`src/adc_ctl_map.vh`:
```
// Register offsets, field positions, reset values and timing counts of the converter control
`ifndef ADC_CTL_MAP_VH
`define ADC_CTL_MAP_VH

`define ADDR_CTL_ZERO 12'h000
`define ADDR_CTL_ONE 12'h004
`define ADDR_CTL_TWO 12'h008

`define C0_START 0
`define C0_ENABLE 1
`define C0_MSC 7
`define C0_SHT 11:8
`define C0_WMASK 16'h0f82
`define C0_RESET 16'h0100

`define C1_TRIG 11:10
`define C1_PULSE 9
`define C1_INV 8
`define C1_DIV 7:5
`define C1_SSEL 4:3
`define C1_SEQ 2:1
`define C1_WMASK 16'h0ffe
`define C1_RESET 16'h0000

`define C2_RES 5:4
`define C2_WMASK 16'h033d
`define C2_RESET 16'h0010

`define TRIG_SOFT 2'h0
`define TRIG_T0 2'h1
`define TRIG_T1 2'h2
`define SSEL_MOD 2'h0
`define SSEL_AUX 2'h1

`define SEQ_SINGLE 2'h0
`define SEQ_SEQUENCE 2'h1
`define SEQ_REPEAT 2'h2

`define RES_8BIT 2'h0
`define RES_10BIT 2'h1
`define CONV_8BIT 11'h00a
`define CONV_10BIT 11'h00c
`define CONV_12BIT 11'h00e

`define SHT_0 11'h004
`define SHT_1 11'h008
`define SHT_2 11'h010
`define SHT_3 11'h020
`define SHT_4 11'h040
`define SHT_5 11'h060
`define SHT_6 11'h080
`define SHT_7 11'h0c0
`define SHT_8 11'h100
`define SHT_9 11'h180
`define SHT_10 11'h200
`define SHT_11 11'h300
`define SHT_MAX 11'h400

`endif

```
`src/adc_clock_divider.v`:
```
// Divides a stream of clock-enable ticks by a selectable factor of one to eight
`timescale 1ns/1ps
module adc_clock_divider #(
  parameter DIV_W = 3
) (
  // Clock and reset
  input wire clk_sys,
  input wire reset_n,
  // Tick stream
  input wire tick_in,
  input wire [DIV_W-1:0] divide_sel,
  output reg tick_out
);

  reg [DIV_W-1:0] count;

  always @(posedge clk_sys or negedge reset_n) begin
    if (!reset_n) begin
      count <= {DIV_W{1'b0}};
      tick_out <= 1'b0;
    end else begin
      tick_out <= 1'b0;
      if (tick_in) begin
        // Compare with >= so a smaller divider takes effect at once
        if (count >= divide_sel) begin
          count <= {DIV_W{1'b0}};
          tick_out <= 1'b1;
        end else begin
          count <= count + {{(DIV_W-1){1'b0}}, 1'b1};
        end
      end
    end
  end

endmodule // adc_clock_divider

```
`src/adc_sample_clock_control.v`:
```
// Converter control: APB registers, trigger select, clock select and sequencing
`timescale 1ns/1ps
`include "adc_ctl_map.vh"

// Functional notes
// - Configuration fields of control one are written only while enable bit is 0.
// - Clearing enable then changing a field acts immediately, even mid-conversion.
// - Trigger field 11-10 picks software start bit or timer triggers 0, 1, 2.
// - Pulse-mode bit 9: sample signal from input directly or from sampling timer.
// - Bit 8 set inverts the selected sample input.
// - Clock field 4-3 picks module oscillator, auxiliary, or subsystem master clock.
// - Sequence field 2-1: single, sequence, repeat single, repeat sequence.
// - Read-only bit 0 shows busy while sampling, converting or in sequence.
// - Bits 15-12 of control one always read zero.
// - Pulse-mode sample period is 4 to 1024 converter clocks per sample time field.
// - With multi-sample and pulse mode set, only first edge starts; later conversions follow automatically.
module adc_sample_clock_control #(
  parameter DIV_W = 3
) (
  // Clock and reset
  input wire clk_sys,
  input wire reset_n,
  // APB slave
  input wire psel,
  input wire penable,
  input wire pwrite,
  input wire [11:0] paddr,
  input wire [31:0] pwdata,
  output reg [31:0] prdata,
  output wire pready,
  output wire pslverr,
  // Timer triggers
  input wire timer_trigger_0,
  input wire timer_trigger_1,
  input wire timer_trigger_2,
  // Converter clock source ticks, one clk_sys cycle each
  input wire module_oscillator_clock,
  input wire aux_clock,
  input wire subsystem_master_clock,
  // Conversion core
  input wire last_channel,
  output reg sample_control_signal,
  output reg conversion_done,
  output reg converter_busy_flag
);

  localparam [3:0] ST_IDLE = 4'b0001;
  localparam [3:0] ST_SAMPLE = 4'b0010;
  localparam [3:0] ST_CONVERT = 4'b0100;
  localparam [3:0] ST_WAIT = 4'b1000;

  reg [15:0] control_reg_zero;
  reg [15:0] control_reg_one;
  reg [15:0] control_reg_two;
  reg [3:0] state;
  reg [3:0] next_state;
  reg [10:0] timer;
  reg [10:0] next_timer;
  reg sample_q;
  reg edge_pend;
  reg start_taken;
  reg sel_tick;
  reg trig_raw;
  reg [10:0] sample_len;
  reg [10:0] conv_len;
  reg next_done;

  wire converter_clock;
  wire conversion_enable_bit;
  wire software_start_bit;
  wire multi_sample_bit;
  wire [3:0] sample_time_field;
  wire [1:0] trigger_source_sel;
  wire pulse_mode_sel;
  wire sample_input_invert;
  wire [2:0] clock_divider_field;
  wire [1:0] clock_source_sel;
  wire [1:0] sequence_mode_field;
  wire sample_input_signal;
  wire sample_rise;
  wire [2:0] wr_hit;
  wire [2:0] rd_hit;
  wire wr_access;
  wire [15:0] ctl_one_rd;

  // One-hot register hit for an address; zero when unmapped
  function [2:0] reg_hit;
    input [11:0] addr;
    begin
      case (addr)
        `ADDR_CTL_ZERO: reg_hit = 3'h1;
        `ADDR_CTL_ONE: reg_hit = 3'h2;
        `ADDR_CTL_TWO: reg_hit = 3'h4;
        default: reg_hit = 3'h0;
      endcase
    end
  endfunction

  function [10:0] sample_cycles;
    input [3:0] code;
    begin
      case (code)
        4'h0: sample_cycles = `SHT_0;
        4'h1: sample_cycles = `SHT_1;
        4'h2: sample_cycles = `SHT_2;
        4'h3: sample_cycles = `SHT_3;
        4'h4: sample_cycles = `SHT_4;
        4'h5: sample_cycles = `SHT_5;
        4'h6: sample_cycles = `SHT_6;
        4'h7: sample_cycles = `SHT_7;
        4'h8: sample_cycles = `SHT_8;
        4'h9: sample_cycles = `SHT_9;
        4'ha: sample_cycles = `SHT_10;
        4'hb: sample_cycles = `SHT_11;
        default: sample_cycles = `SHT_MAX;
      endcase
    end
  endfunction

  // fields feed the logic straight from the registers
  assign conversion_enable_bit = control_reg_zero[`C0_ENABLE];
  assign software_start_bit = control_reg_zero[`C0_START];
  assign multi_sample_bit = control_reg_zero[`C0_MSC];
  assign sample_time_field = control_reg_zero[`C0_SHT];
  assign trigger_source_sel = control_reg_one[`C1_TRIG];
  assign pulse_mode_sel = control_reg_one[`C1_PULSE];
  assign sample_input_invert = control_reg_one[`C1_INV];
  assign clock_divider_field = control_reg_one[`C1_DIV];
  assign clock_source_sel = control_reg_one[`C1_SSEL];
  assign sequence_mode_field = control_reg_one[`C1_SEQ];

  assign wr_access = psel & penable & pwrite;
  assign wr_hit = wr_access ? reg_hit(paddr) : 3'h0;
  assign rd_hit = reg_hit(paddr);
  // Zero wait states; unmapped addresses answer with an error
  assign pready = 1'b1;
  assign pslverr = psel & penable & (rd_hit == 3'h0);
  // Busy replaces bit 0; reserved bits are masked off
  assign ctl_one_rd = (control_reg_one & `C1_WMASK) | {15'h0000, converter_busy_flag};

  always @* begin
    case (trigger_source_sel)
      `TRIG_SOFT: trig_raw = software_start_bit;
      `TRIG_T0: trig_raw = timer_trigger_0;
      `TRIG_T1: trig_raw = timer_trigger_1;
      default: trig_raw = timer_trigger_2;
    endcase
  end

  assign sample_input_signal = trig_raw ^ sample_input_invert;
  assign sample_rise = sample_input_signal & ~sample_q;

  always @* begin
    case (clock_source_sel)
      `SSEL_MOD: sel_tick = module_oscillator_clock;
      `SSEL_AUX: sel_tick = aux_clock;
      default: sel_tick = subsystem_master_clock;
    endcase
  end

  adc_clock_divider #(
    .DIV_W(DIV_W)
  ) u_divider (
    .clk_sys(clk_sys),
    .reset_n(reset_n),
    .tick_in(sel_tick),
    .divide_sel(clock_divider_field),
    .tick_out(converter_clock)
  );

  always @* begin
    case (control_reg_two[`C2_RES])
      `RES_8BIT: conv_len = `CONV_8BIT;
      `RES_10BIT: conv_len = `CONV_10BIT;
      default: conv_len = `CONV_12BIT;
    endcase
    sample_len = sample_cycles(sample_time_field);
  end

  // sequencing advances only on converter clock ticks
  always @* begin
    next_state = state;
    next_timer = timer;
    next_done = 1'b0;
    start_taken = 1'b0;
    case (state)
      ST_IDLE, ST_WAIT: begin
        if (converter_clock) begin
          if (!conversion_enable_bit && state == ST_WAIT) begin
            next_state = ST_IDLE;
          end else if (conversion_enable_bit &&
                       (pulse_mode_sel ? edge_pend : sample_input_signal)) begin
            next_state = ST_SAMPLE;
            next_timer = sample_len;
            start_taken = 1'b1;
          end
        end
      end
      ST_SAMPLE: begin
        // timer or input ends the sample
        if (converter_clock) begin
          if (pulse_mode_sel ? (timer <= 11'h001) : !sample_input_signal) begin
            next_state = ST_CONVERT;
            next_timer = conv_len;
          end else if (pulse_mode_sel) begin
            next_timer = timer - 11'h001;
          end
        end
      end
      ST_CONVERT: begin
        if (converter_clock) begin
          if (timer <= 11'h001) begin
            next_done = 1'b1;
            // what follows a conversion depends on the mode
            if (sequence_mode_field == `SEQ_SINGLE ||
                (sequence_mode_field == `SEQ_SEQUENCE && last_channel) ||
                (sequence_mode_field[1] && !conversion_enable_bit &&
                 (sequence_mode_field == `SEQ_REPEAT || last_channel))) begin
              next_state = ST_IDLE;
            // automatic restart after the first edge
            end else if (multi_sample_bit && pulse_mode_sel) begin
              next_state = ST_SAMPLE;
              next_timer = sample_len;
            end else begin
              next_state = ST_WAIT;
            end
          end else begin
            next_timer = timer - 11'h001;
          end
        end
      end
      default: begin
        next_state = ST_IDLE;
        next_timer = 11'h000;
      end
    endcase
  end

  always @(posedge clk_sys or negedge reset_n) begin
    if (!reset_n) begin
      state <= ST_IDLE;
      timer <= 11'h000;
      sample_q <= 1'b0;
      edge_pend <= 1'b0;
      sample_control_signal <= 1'b0;
      conversion_done <= 1'b0;
      converter_busy_flag <= 1'b0;
    end else begin
      state <= next_state;
      timer <= next_timer;
      sample_q <= sample_input_signal;
      // A fresh edge in the consuming cycle is kept
      edge_pend <= sample_rise | (edge_pend & ~start_taken & conversion_enable_bit);
      // sample control from timer state or direct input
      sample_control_signal <= pulse_mode_sel ? (next_state == ST_SAMPLE) :
                               (sample_input_signal & (next_state == ST_SAMPLE));
      conversion_done <= next_done;
      // busy whenever the sequencer is not idle
      converter_busy_flag <= (next_state != ST_IDLE);
    end
  end

  // Register writes
  always @(posedge clk_sys or negedge reset_n) begin
    if (!reset_n) begin
      control_reg_zero <= `C0_RESET;
      control_reg_one <= `C1_RESET;
      control_reg_two <= `C2_RESET;
    end else begin
      if (wr_hit[0]) begin
        if (!conversion_enable_bit) begin
          control_reg_zero <= pwdata[15:0] & `C0_WMASK;
        end else begin
          control_reg_zero[`C0_ENABLE] <= pwdata[`C0_ENABLE];
        end
      end
      // Start bit self-clears once taken; a new write of one wins
      control_reg_zero[`C0_START] <= (wr_hit[0] & pwdata[`C0_START]) |
        (control_reg_zero[`C0_START] & ~(start_taken & ~pulse_mode_sel) &
         ~(start_taken & pulse_mode_sel));
      if (wr_hit[1] && !conversion_enable_bit) begin
        control_reg_one <= pwdata[15:0] & `C1_WMASK;
      end
      if (wr_hit[2] && !conversion_enable_bit) begin
        control_reg_two <= pwdata[15:0] & `C2_WMASK;
      end
    end
  end

  // Read data prepared in the setup phase, valid in the access phase
  always @(posedge clk_sys or negedge reset_n) begin
    if (!reset_n) begin
      prdata <= 32'h0000_0000;
    end else if (psel && !penable) begin
      case (rd_hit)
        3'h1: prdata <= {16'h0000, control_reg_zero};
        3'h2: prdata <= {16'h0000, ctl_one_rd};
        3'h4: prdata <= {16'h0000, control_reg_two};
        default: prdata <= 32'h0000_0000;
      endcase
    end
  end

endmodule // adc_sample_clock_control

```
`config.mk`:
```
export PLATFORM = sky130hd
export DESIGN_NAME = adc_sample_clock_control
export DESIGN_NICKNAME = d
export VERILOG_FILES = /design/src/adc_clock_divider.v /design/src/adc_sample_clock_control.v
export VERILOG_INCLUDE_DIRS = /design/src /design/src/src
export SDC_FILE = /design/constraint.sdc
export NUM_CORES = 1
export LEC_CHECK = 0
export BUFFER_PORTS_ARGS = -buffer_cell sky130_fd_sc_hd__buf_2
export CAP_MARGIN = 20
export CORE_UTILIZATION = 30
export DETAILED_ROUTE_END_ITERATION = 8
export GPL_ROUTABILITY_DRIVEN = 0
export HOLD_SLACK_MARGIN = 0.1
export PLACE_DENSITY_LB_ADDON = 0.2
export SYNTH_ARGS = -nofsm -noshare
export SYNTH_HDL_FRONTEND = slang
export SYNTH_SLANG_ARGS = --single-unit
export TNS_END_PERCENT = 10
```
`constraint.sdc`:
```
create_clock -name clk_sys -period 6.3 [get_ports clk_sys]
set_clock_uncertainty 0.15 [all_clocks]
set_input_delay 1.26 -clock clk_sys [delete_from_list [all_inputs] [get_ports clk_sys]]
set_output_delay 1.26 -clock clk_sys [all_outputs]
set_load 0.05 [all_outputs]
```
**Word-level counts from Yosys, hierarchy flattened**

Memories as Yosys holds them, arrays and structs flattened.
Cells that the tools add are included.

- Flip-flop bits (word level): 81
- Latch bits: 0
- Memory bits (writable): 0
- Bits in read-only memories: 144
- Input bits: 56
- Output and inout bits: 37
- Logic and storage cells: 131
- Memories: 1

Memories:

| name | depth | bits a word | rd ports | clocked after memory_dff | wr ports | line | text |
|---|---|---|---|---|---|---|---|
| (name not given) | 16 | 9 | 1 | 0 | 0 | adc_sample_clock_control.v:102 | `case (code)` |

- Add/subtract/negate cells: 2
- Multiply operators: 0
- Div/mod/pow operators: 0
- Magnitude comparators: 2
- Eq/ne operators: 25
- Shift operators: 0
- Mux-type cells: 40
- Bitwise operators: 22
- Reduce and logical (&&, ||, !) cells: 24

Operator list:

| operator | number |
|---|---|
| 2-to-1 mux 11 bit | 10 |
| 2-to-1 mux 4 bit | 9 |
| case mux 12 bit (3 select lines) | 1 |
| case mux 11 bit (3 select lines) | 1 |
| AND 1 bit | 12 |
| == test 12 x 3 -> 1 bit (second input constant) | 1 |
| == test 12 x 4 -> 1 bit (second input constant) | 1 |
| logical NOT 12 bit | 1 |
| 2-to-1 mux 1 bit | 12 |
| bitwise OR 12 x 1 -> 12 bit | 1 |
| case mux 4 bit (3 select lines) | 1 |
| <= comparator 11 x 1 -> 1 bit (second input constant) | 1 |
| subtractor 11 x 1 -> 11 bit (second input constant) | 1 |
| logical AND 1 bit | 9 |
| inequality test 3 bit (second input constant) | 3 |
| case mux 3 bit (3 select lines) | 1 |
| == test 2 x 1 -> 1 bit (second input constant) | 4 |
| == test 4 x 2 -> 1 bit (second input constant) | 2 |
| logical NOT 2 bit | 4 |
| AND reduction 8 bit | 1 |
| 2-to-1 mux 3 bit | 2 |
| inequality test 2 x 1 -> 1 bit (second input constant) | 3 |
| inverter 1 bit | 6 |
| case mux 3 bit (2 select lines) | 1 |
| 20 further kinds | 27 |

**Longest topological paths before layout**

Gate-level depths: netlist of run 1.

- Depth after elaboration: 14
- Gate-level depth with buffers: 8

**Modules after synthesis**

Synthesis of run 1 repeated with hierarchy kept, for this count alone.

- Cells, all modules: 365
- Area total of the unflattened synthesis: 3627.2 um2

Modules (own cells, without submodules):

| module | times used | cells an instance | area each (um2) |
|---|---|---|---|
| adc_sample_clock_control | 1 | 340 | 3372.0 |
| adc_clock_divider | 1 | 25 | 255.2 |

**Worst setup path after synthesis of run 1**

No wires, ideal clock.

- Path type: input -> output
- Start: input paddr[7]
- End: output pslverr
- Data arrival time: 2.545 ns
- Required time: 4.890 ns
- Setup slack: 2.345 ns
- Cell stages on the path: 5
- Path buffers: 1
- Path through: nor4_1 -> nand3_1 -> or2_2 -> clkbuf_1 -> and4b_1

- Longest elaborated chain between the ends: 4

RTL lines:

| what | line | text |
|---|---|---|
| start, declared | adc_sample_clock_control.v:27 | `input wire [11:0] paddr,` |
| == test 12 x 4 -> 1 bit (tied with other cells) | adc_sample_clock_control.v:90 | `case (addr)` |
| case mux 3 bit (3 select lines) (*) | adc_sample_clock_control.v:90 |  |
| logical NOT 3 bit (*) | adc_sample_clock_control.v:137 | `assign pslverr = psel & penable & (rd_hit == 3'h0);` |
| AND 1 bit (*) | adc_sample_clock_control.v:137 |  |
| end, declared | adc_sample_clock_control.v:31 | `output wire pslverr,` |

Mark *: on every way between the ends. The rest lies on a longest branch, timed or not.

**Final worst setup path of run 1**

Ends and elaborated chain as after synthesis.

==> results of run 1 <==
==> cell usage after synthesis, types with 5 or more instances <==
cell / number
dfrtp_1: 58
nand2_1: 34
mux2_2: 28
o21ai_0: 25
buf_4: 21
nor2_1: 21
inv_1: 13
mux2i_1: 12
nand2b_1: 10
clkbuf_1: 8
a21oi_1: 6
ha_1: 6
nor3_1: 6
a32o_1: 5
nand3_1: 5
o31a_1: 5
o31ai_1: 5
==> power by group through the flow <==
stage / sequential (mW) / clock (mW) / combinational (mW)
final: 0.394 / 0.549 / 0.0595
after global routing: 0.393 / 0.582 / 0.0643
after CTS: 0.393 / 0.561 / 0.0604
after detailed placement: 0.400 / 0 / 0.0602
after global placement: 0.400 / 0 / 0.0599
after floorplan: 0.400 / 0 / 0.0478
==> registers in the layout, summed over array words and instances (netlist names), 3 cells and up <==
name	count
control_reg_zero	7
control_reg_one	11
state	4
control_reg_two	7
timer	11
prdata	12
u_divider.count	3
==> layout make-up <==
cell class              instances  area (µm²)  share of cell area [%]
inverters                      13       48.80                   1.173
well taps                     143       178.9                   4.302
clock inverters                 6       93.84                   2.256
flip-flops and latches         61        1530                   36.79
clock buffers                  10       239.0                   5.746
repair buffers                 52       262.8                   6.318
multi-input cells             254        1805                   43.41
==> metrics by stage <==
stage                     utilization [%]  instance area (µm²)  total power [mW]
after floorplan                         -                 3603            0.4480
after global placement              33.37                 3826            0.4603
after detailed placement            33.37                 3826            0.4606
after CTS                           36.27                 4159             1.015
after global routing                36.27                 4159             1.040
final                               36.27                 4159             1.002
==> kinds of logic (layout without fill, tap and decap cells) <==
logic type / Yosys count / count (layout) / synth area share, %
other: 2 / 21 / 0.2126
adder cells (fa/ha/maj): 6 / 6 / 2.125
AO/OA/AOI/OAI: 75 / 75 / 15.98
AND/OR/NAND/NOR: 109 / 109 / 17.71
buffers and inverters: 46 / 81 / 7.580
multiplexers: 40 / 40 / 12.33
XOR/XNOR: 3 / 3 / 0.7440
flip-flops: 61 / 61 / 43.32
==> worst paths after layout <==
path                            from          to  slack, ns  cells after the start
max reg2reg                 timer[6]    timer[5]       3.46                      6
min in group asynchronous    reset_n  prdata[11]       0.95                      2
max                         paddr[7]     pslverr       2.05                      6
max in group asynchronous    reset_n    state[2]       4.53                      2
min reg2reg                prdata[5]   prdata[5]       0.33                      2
min                        prdata[5]   prdata[5]       0.33                      2
==> per-layer routing <==
layer	up-vias	GRT usage, %
met5	-	0
met4	0	4.000
met3	8	3.568
met2	54	21.86
met1	1315	17.68
li1	1295	-
==> critical path: cells and delay by family <==
kind,cells,cell delay [ns]
buf+inv,2,0.30
simple gates,4,1.27
==> results.cfg, run 1 <==
[power_and_ir_drop]
p_int_mw = 0.7647
powerDensity_nw_per_um2 = 240.9
peakVddDrop_mv = 0.1029
seqPwrFrac_pct = 39.3
clkPwrFrac_pct = 54.8
p_sw_mw = 0.2373
p_leak_nw = 1.914
power_frac_comb_pct = 5.9
switching_share_pct = 23.68

[route]
first_iter_violations = 134
wl_met2_um = 3705
via_per_inst = 4.957
vias = 2672
m1WireLength_um = 3733
top_layer = met4
wl_per_cell_um = 14.58
wl_um = 7861
wl_met3_um = 333
drt_first_pass_iters = 4
route.detailed.drc = 0
ant_nets = 0

[clock_network]
path_clk_slew_ns = 0.06
cts_root_buffer = clkbuf_16
numCtsBuffers = 9
htree_levels = 3
clock_path_buffers = 2
hold_buffers = 0
cts_tree = yes
cts_resized = 0
clk_latency_ns = 0.33
cts.sink_count = 61
postCtsSetupBuffers = 0

[timing]
slew_headroom_pct = 36.52
fin_setup_tns_ns = 0
finalSetupViolCount = 0
slew_violations = 0
whs_ns = 0.3252
post-route-min-period_ns = 4.249
finalHoldViolCount = 0
min_period_over_period_pct = 67.45
worst_pin_slew_ns = 0.9389
fmax_mhz = 235.3
grt_setup_unrepaired = no
setup_slack_ns = 2.051

[global_route]
grt_use_total_pct = 13.52
antenna_found_initial = 0
grt_pass1_wl_um = 13180
first_global_vias = 2636
grt_max_degree = 62
overflow = 0

[placement]
dpl.cell_count = 523
pre_cts_ws_ns = 2.077
portBuffers = 51
post-dp-hpwl_um = 5737

[critical_path]
cpMaxStageDelayCell = nor3b_2
critPathMaxFanout = 9
critPathMostFrequentCell = buf_2
crit_chain = buf_2 -> nor4_1 -> nand3_1 -> nor3b_2 -> and4b_1 -> buf_2
crit_arrival_ns = 2.84
required_ns = 4.89
max_stage_delay_ns = 0.57
cp-start-kind = input port
end_kind = output port
path_class = in2out

[floorplan]
die_area_um2 = 12210
die_x_um = 110.5
core_um2 = 11470
io_pins = 93
core.rowCount = 39
dieHeight_um = 110.5
initial_utilization_pct = 30.80

[run_status]
status = finished clean

[yosys]
synthTopCellsByArea = dfrtp_1, mux2_2, buf_4
netlist_area_um2 = 3532
seq_area_frac_synth_pct = 43.32
yosysTopAreaCellShare_pct = 41.09
yosys.cell_types.count = 58
synthFlopType = dfrtp_1
yosys.area.top_type = dfrtp_1
async_flop_share_pct = 100.0
synth-seq-cells = 61
ys_warn_count = 0
synth_edf_count = 0
syn_inst = 342
postSynthAreaPerCell_um2 = 10.33

[final_layout]
finalNetCount = 453
final_cells = 539
area_growth_syn_to_layout_pct = 17.75
drive_above_1_share_pct = 28.79
final_cell_mix = dfrtp_1, buf_2, nand2_1
n_antenna_cell = 0
n_fill_cell = 1131
layout_commonest_cell = dfrtp_1

[run]
cap_violations = 0

[min_path]
hold_class = reg2reg
Note: power is estimated with default switching activity, not from simulation.
==> run 2, diff against run 1 <==
- ABC_AREA: default -> 1
- clock period: 6.3 -> 4.2 ns (I/O delays scaled with it)
==> results.cfg, run 2 <==
[run_status]
status = complete, but fails checks
violations = design-rule violations

[floorplan]
die_x_um = 111.4
initial_utilization_pct = 31.07
core.rowCount = 39
core_um2 = 11560
die_area_um2 = 12420
io_pins = 93
dieHeight_um = 111.4

[global_route]
overflow = 0
grt_max_degree = 35
use_met3_pct = 3.157
grt_util_met2_pct = 25.58
first_global_vias = 3071
grt_use_total_pct = 14.88
busiest_layer = met2
use_met1_pct = 18.90
antenna_found_initial = 0
grt_pass1_wl_um = 14750

[final_layout]
final_cell_mix = nand2_1, inv_1, dfrtp_1
area_growth_syn_to_layout_pct = 18.49
largest_reg_flops = 12
reg_top3 = prdata x12, control_reg_one x11, timer x11
finalNetCount = 608
n_antenna_cell = 0
drive_above_1_share_pct = 18.18
n_fill_cell = 1213
max_flop_register = prdata
layout_commonest_cell = nand2_1

[critical_path]
required_ns = 3.21
path_class = in2out
r2r-end = timer[9]
worstPathBufferInverterCount = 4
rr_startpoint = state[0]
end_kind = output port
crit_family = buffers and inverters
crit_arrival_ns = 2.04
reg2reg_depth = 12
critPathMaxFanout = 11
cp-start-kind = input port
crit_chain = buf_2 -> nor2_1 -> nand2_1 -> nor2_2 -> nand2_1 -> buf_4 -> inv_1 -> nor4_1 -> buf_2
cpMaxStageDelayCell = buf_2
ff2ff_setup_slack_ns = 2.20
max_stage_delay_ns = 0.32

[route]
drt_first_pass_iters = 6
via_per_inst = 4.541
wl_per_cell_um = 12.38
first_iter_violations = 114
route.detailed.drc = 4
ant_nets = 0
wl_um = 8576
vias = 3147

[yosys]
synth-seq-cells = 61
ys_warn_count = 0
yosys.cell_types.count = 38
postSynthAreaPerCell_um2 = 7.379
synthFlopType = dfrtp_1
yosysTopAreaCellShare_pct = 40.39
seq_area_frac_synth_pct = 42.58
syn_inst = 487
synth_edf_count = 0
ys_top_cells_by_count = nand2_1, inv_1, dfrtp_1
synthTopCellsByArea = dfrtp_1, nand2_1, inv_1
async_flop_share_pct = 100.0
yosys.area.top_type = dfrtp_1
yosys.cell_count.top_type = nand2_1
netlist_area_um2 = 3593

[min_path]
whs_path_depth = 1
hold_end = edge_pend
hold_class = reg2reg
min_from = sample_q

[timing]
slew_violations = 0
fin_setup_tns_ns = 0
whs_ns = 0.3016
finalHoldViolCount = 0
fmax_mhz = 330.1
worst_pin_slew_ns = 0.8174
min_period_over_period_pct = 72.12
slew_headroom_pct = 45.51
finalSetupViolCount = 0
grt_setup_unrepaired = no
post-route-min-period_ns = 3.029

[power_and_ir_drop]
power_frac_comb_pct = 22.3
peakVddDrop_mv = 0.2351
seqPwrFrac_pct = 35.1
powerDensity_nw_per_um2 = 433.6
clkPwrFrac_pct = 42.6
p_leak_nw = 2.369
switching_share_pct = 31.92
p_sw_mw = 0.5892
p_int_mw = 1.257

[clock_network]
cts_tree = yes
postCtsSetupBuffers = 0
cts_resized = 0
numCtsBuffers = 9
htree_levels = 3
clk_latency_ns = 0.33
path_clk_slew_ns = 0.06
clock_path_buffers = 2
cts.sink_count = 61
hold_buffers = 0
cts_root_buffer = clkbuf_16

[placement]
post-dp-hpwl_um = 6580
portBuffers = 51

[run]
cap_violations = 0
[run 2: per-layer routing]
layer  share of wire (%)  up-vias
li1                    -     1602
met1                  46     1455
met2                  49       83
met3                 4.4        7
met4                0.98        0
met5                   0        -
[run 2: how the worst max path moves through the flow]
stage                    from       to  slack (ns)  depth (start not counted)
floorplan           paddr[11]  pslverr        0.40                          6
global placement     paddr[5]  pslverr        1.16                          9
detailed placement   paddr[5]  pslverr        1.15                          9
CTS                  paddr[5]  pslverr        1.15                          9
global route         paddr[2]  pslverr        1.08                          8
finish               paddr[5]  pslverr        1.17                          9
[run 2: kinds of logic (layout without fill, tap and decap cells)]
family          count (synthesis)  count (layout)  synth area share, %
buf+inv                        99             143                12.88
fa+ha+maj                       6               6                2.089
other cells                     2              21               0.2090
simple gates                  252             252                31.23
mux                             1               1               0.2786
xor+xnor                        9               9                2.194
flops                          61              61                42.58
compound gates                 57              57                8.531
[run 2: worst reg2reg max path, cell delays in order (launching register included)]
cell	delay, ns
dfstp_2	0.52
inv_2	0.04
nand2_1	0.10
nor3_2	0.08
nor2_4	0.17
nand2_1	0.12
nand2_1	0.08
nand2_1	0.06
inv_2	0.07
nand3_4	0.18
nor2_8	0.23
nand2_1	0.08
nand2_1	0.06
[run 2: power by group through the flow]
stage | Combinational [mW] | Sequential (mW) | Clock, mW
CTS | 0.416 | 0.648 | 0.798
floorplan | 0.329 | 0.667 | 0
global route | 0.460 | 0.651 | 0.824
detailed placement | 0.414 | 0.659 | 0
finish | 0.411 | 0.648 | 0.787
global placement | 0.407 | 0.658 | 0
[run 2: cell type report]
type	instances	area [µm²]	share of cell area (%)
multi-input cells	346	1672	39.26
inverters	72	270.3	6.347
flip-flops and latches	61	1530	35.94
clock inverters	6	88.84	2.086
clock buffers	9	225.2	5.289
well taps	143	178.9	4.202
repair buffers	56	292.8	6.876
[run 2: through the flow]
stage                     util [%]  power (mW)  std cells  setup WS (ns)  instance area (µm²)
after global placement       34.10       1.065        678          1.158                 3944
after global routing         36.82       1.935        693          1.081                 4258
after detailed placement     34.10       1.073        678          1.149                 3944
after CTS                    36.82       1.863        693          1.148                 4258
after floorplan                  -      0.9963        506         0.4001                 3665
final                        36.82       1.846        693          1.171                 4258
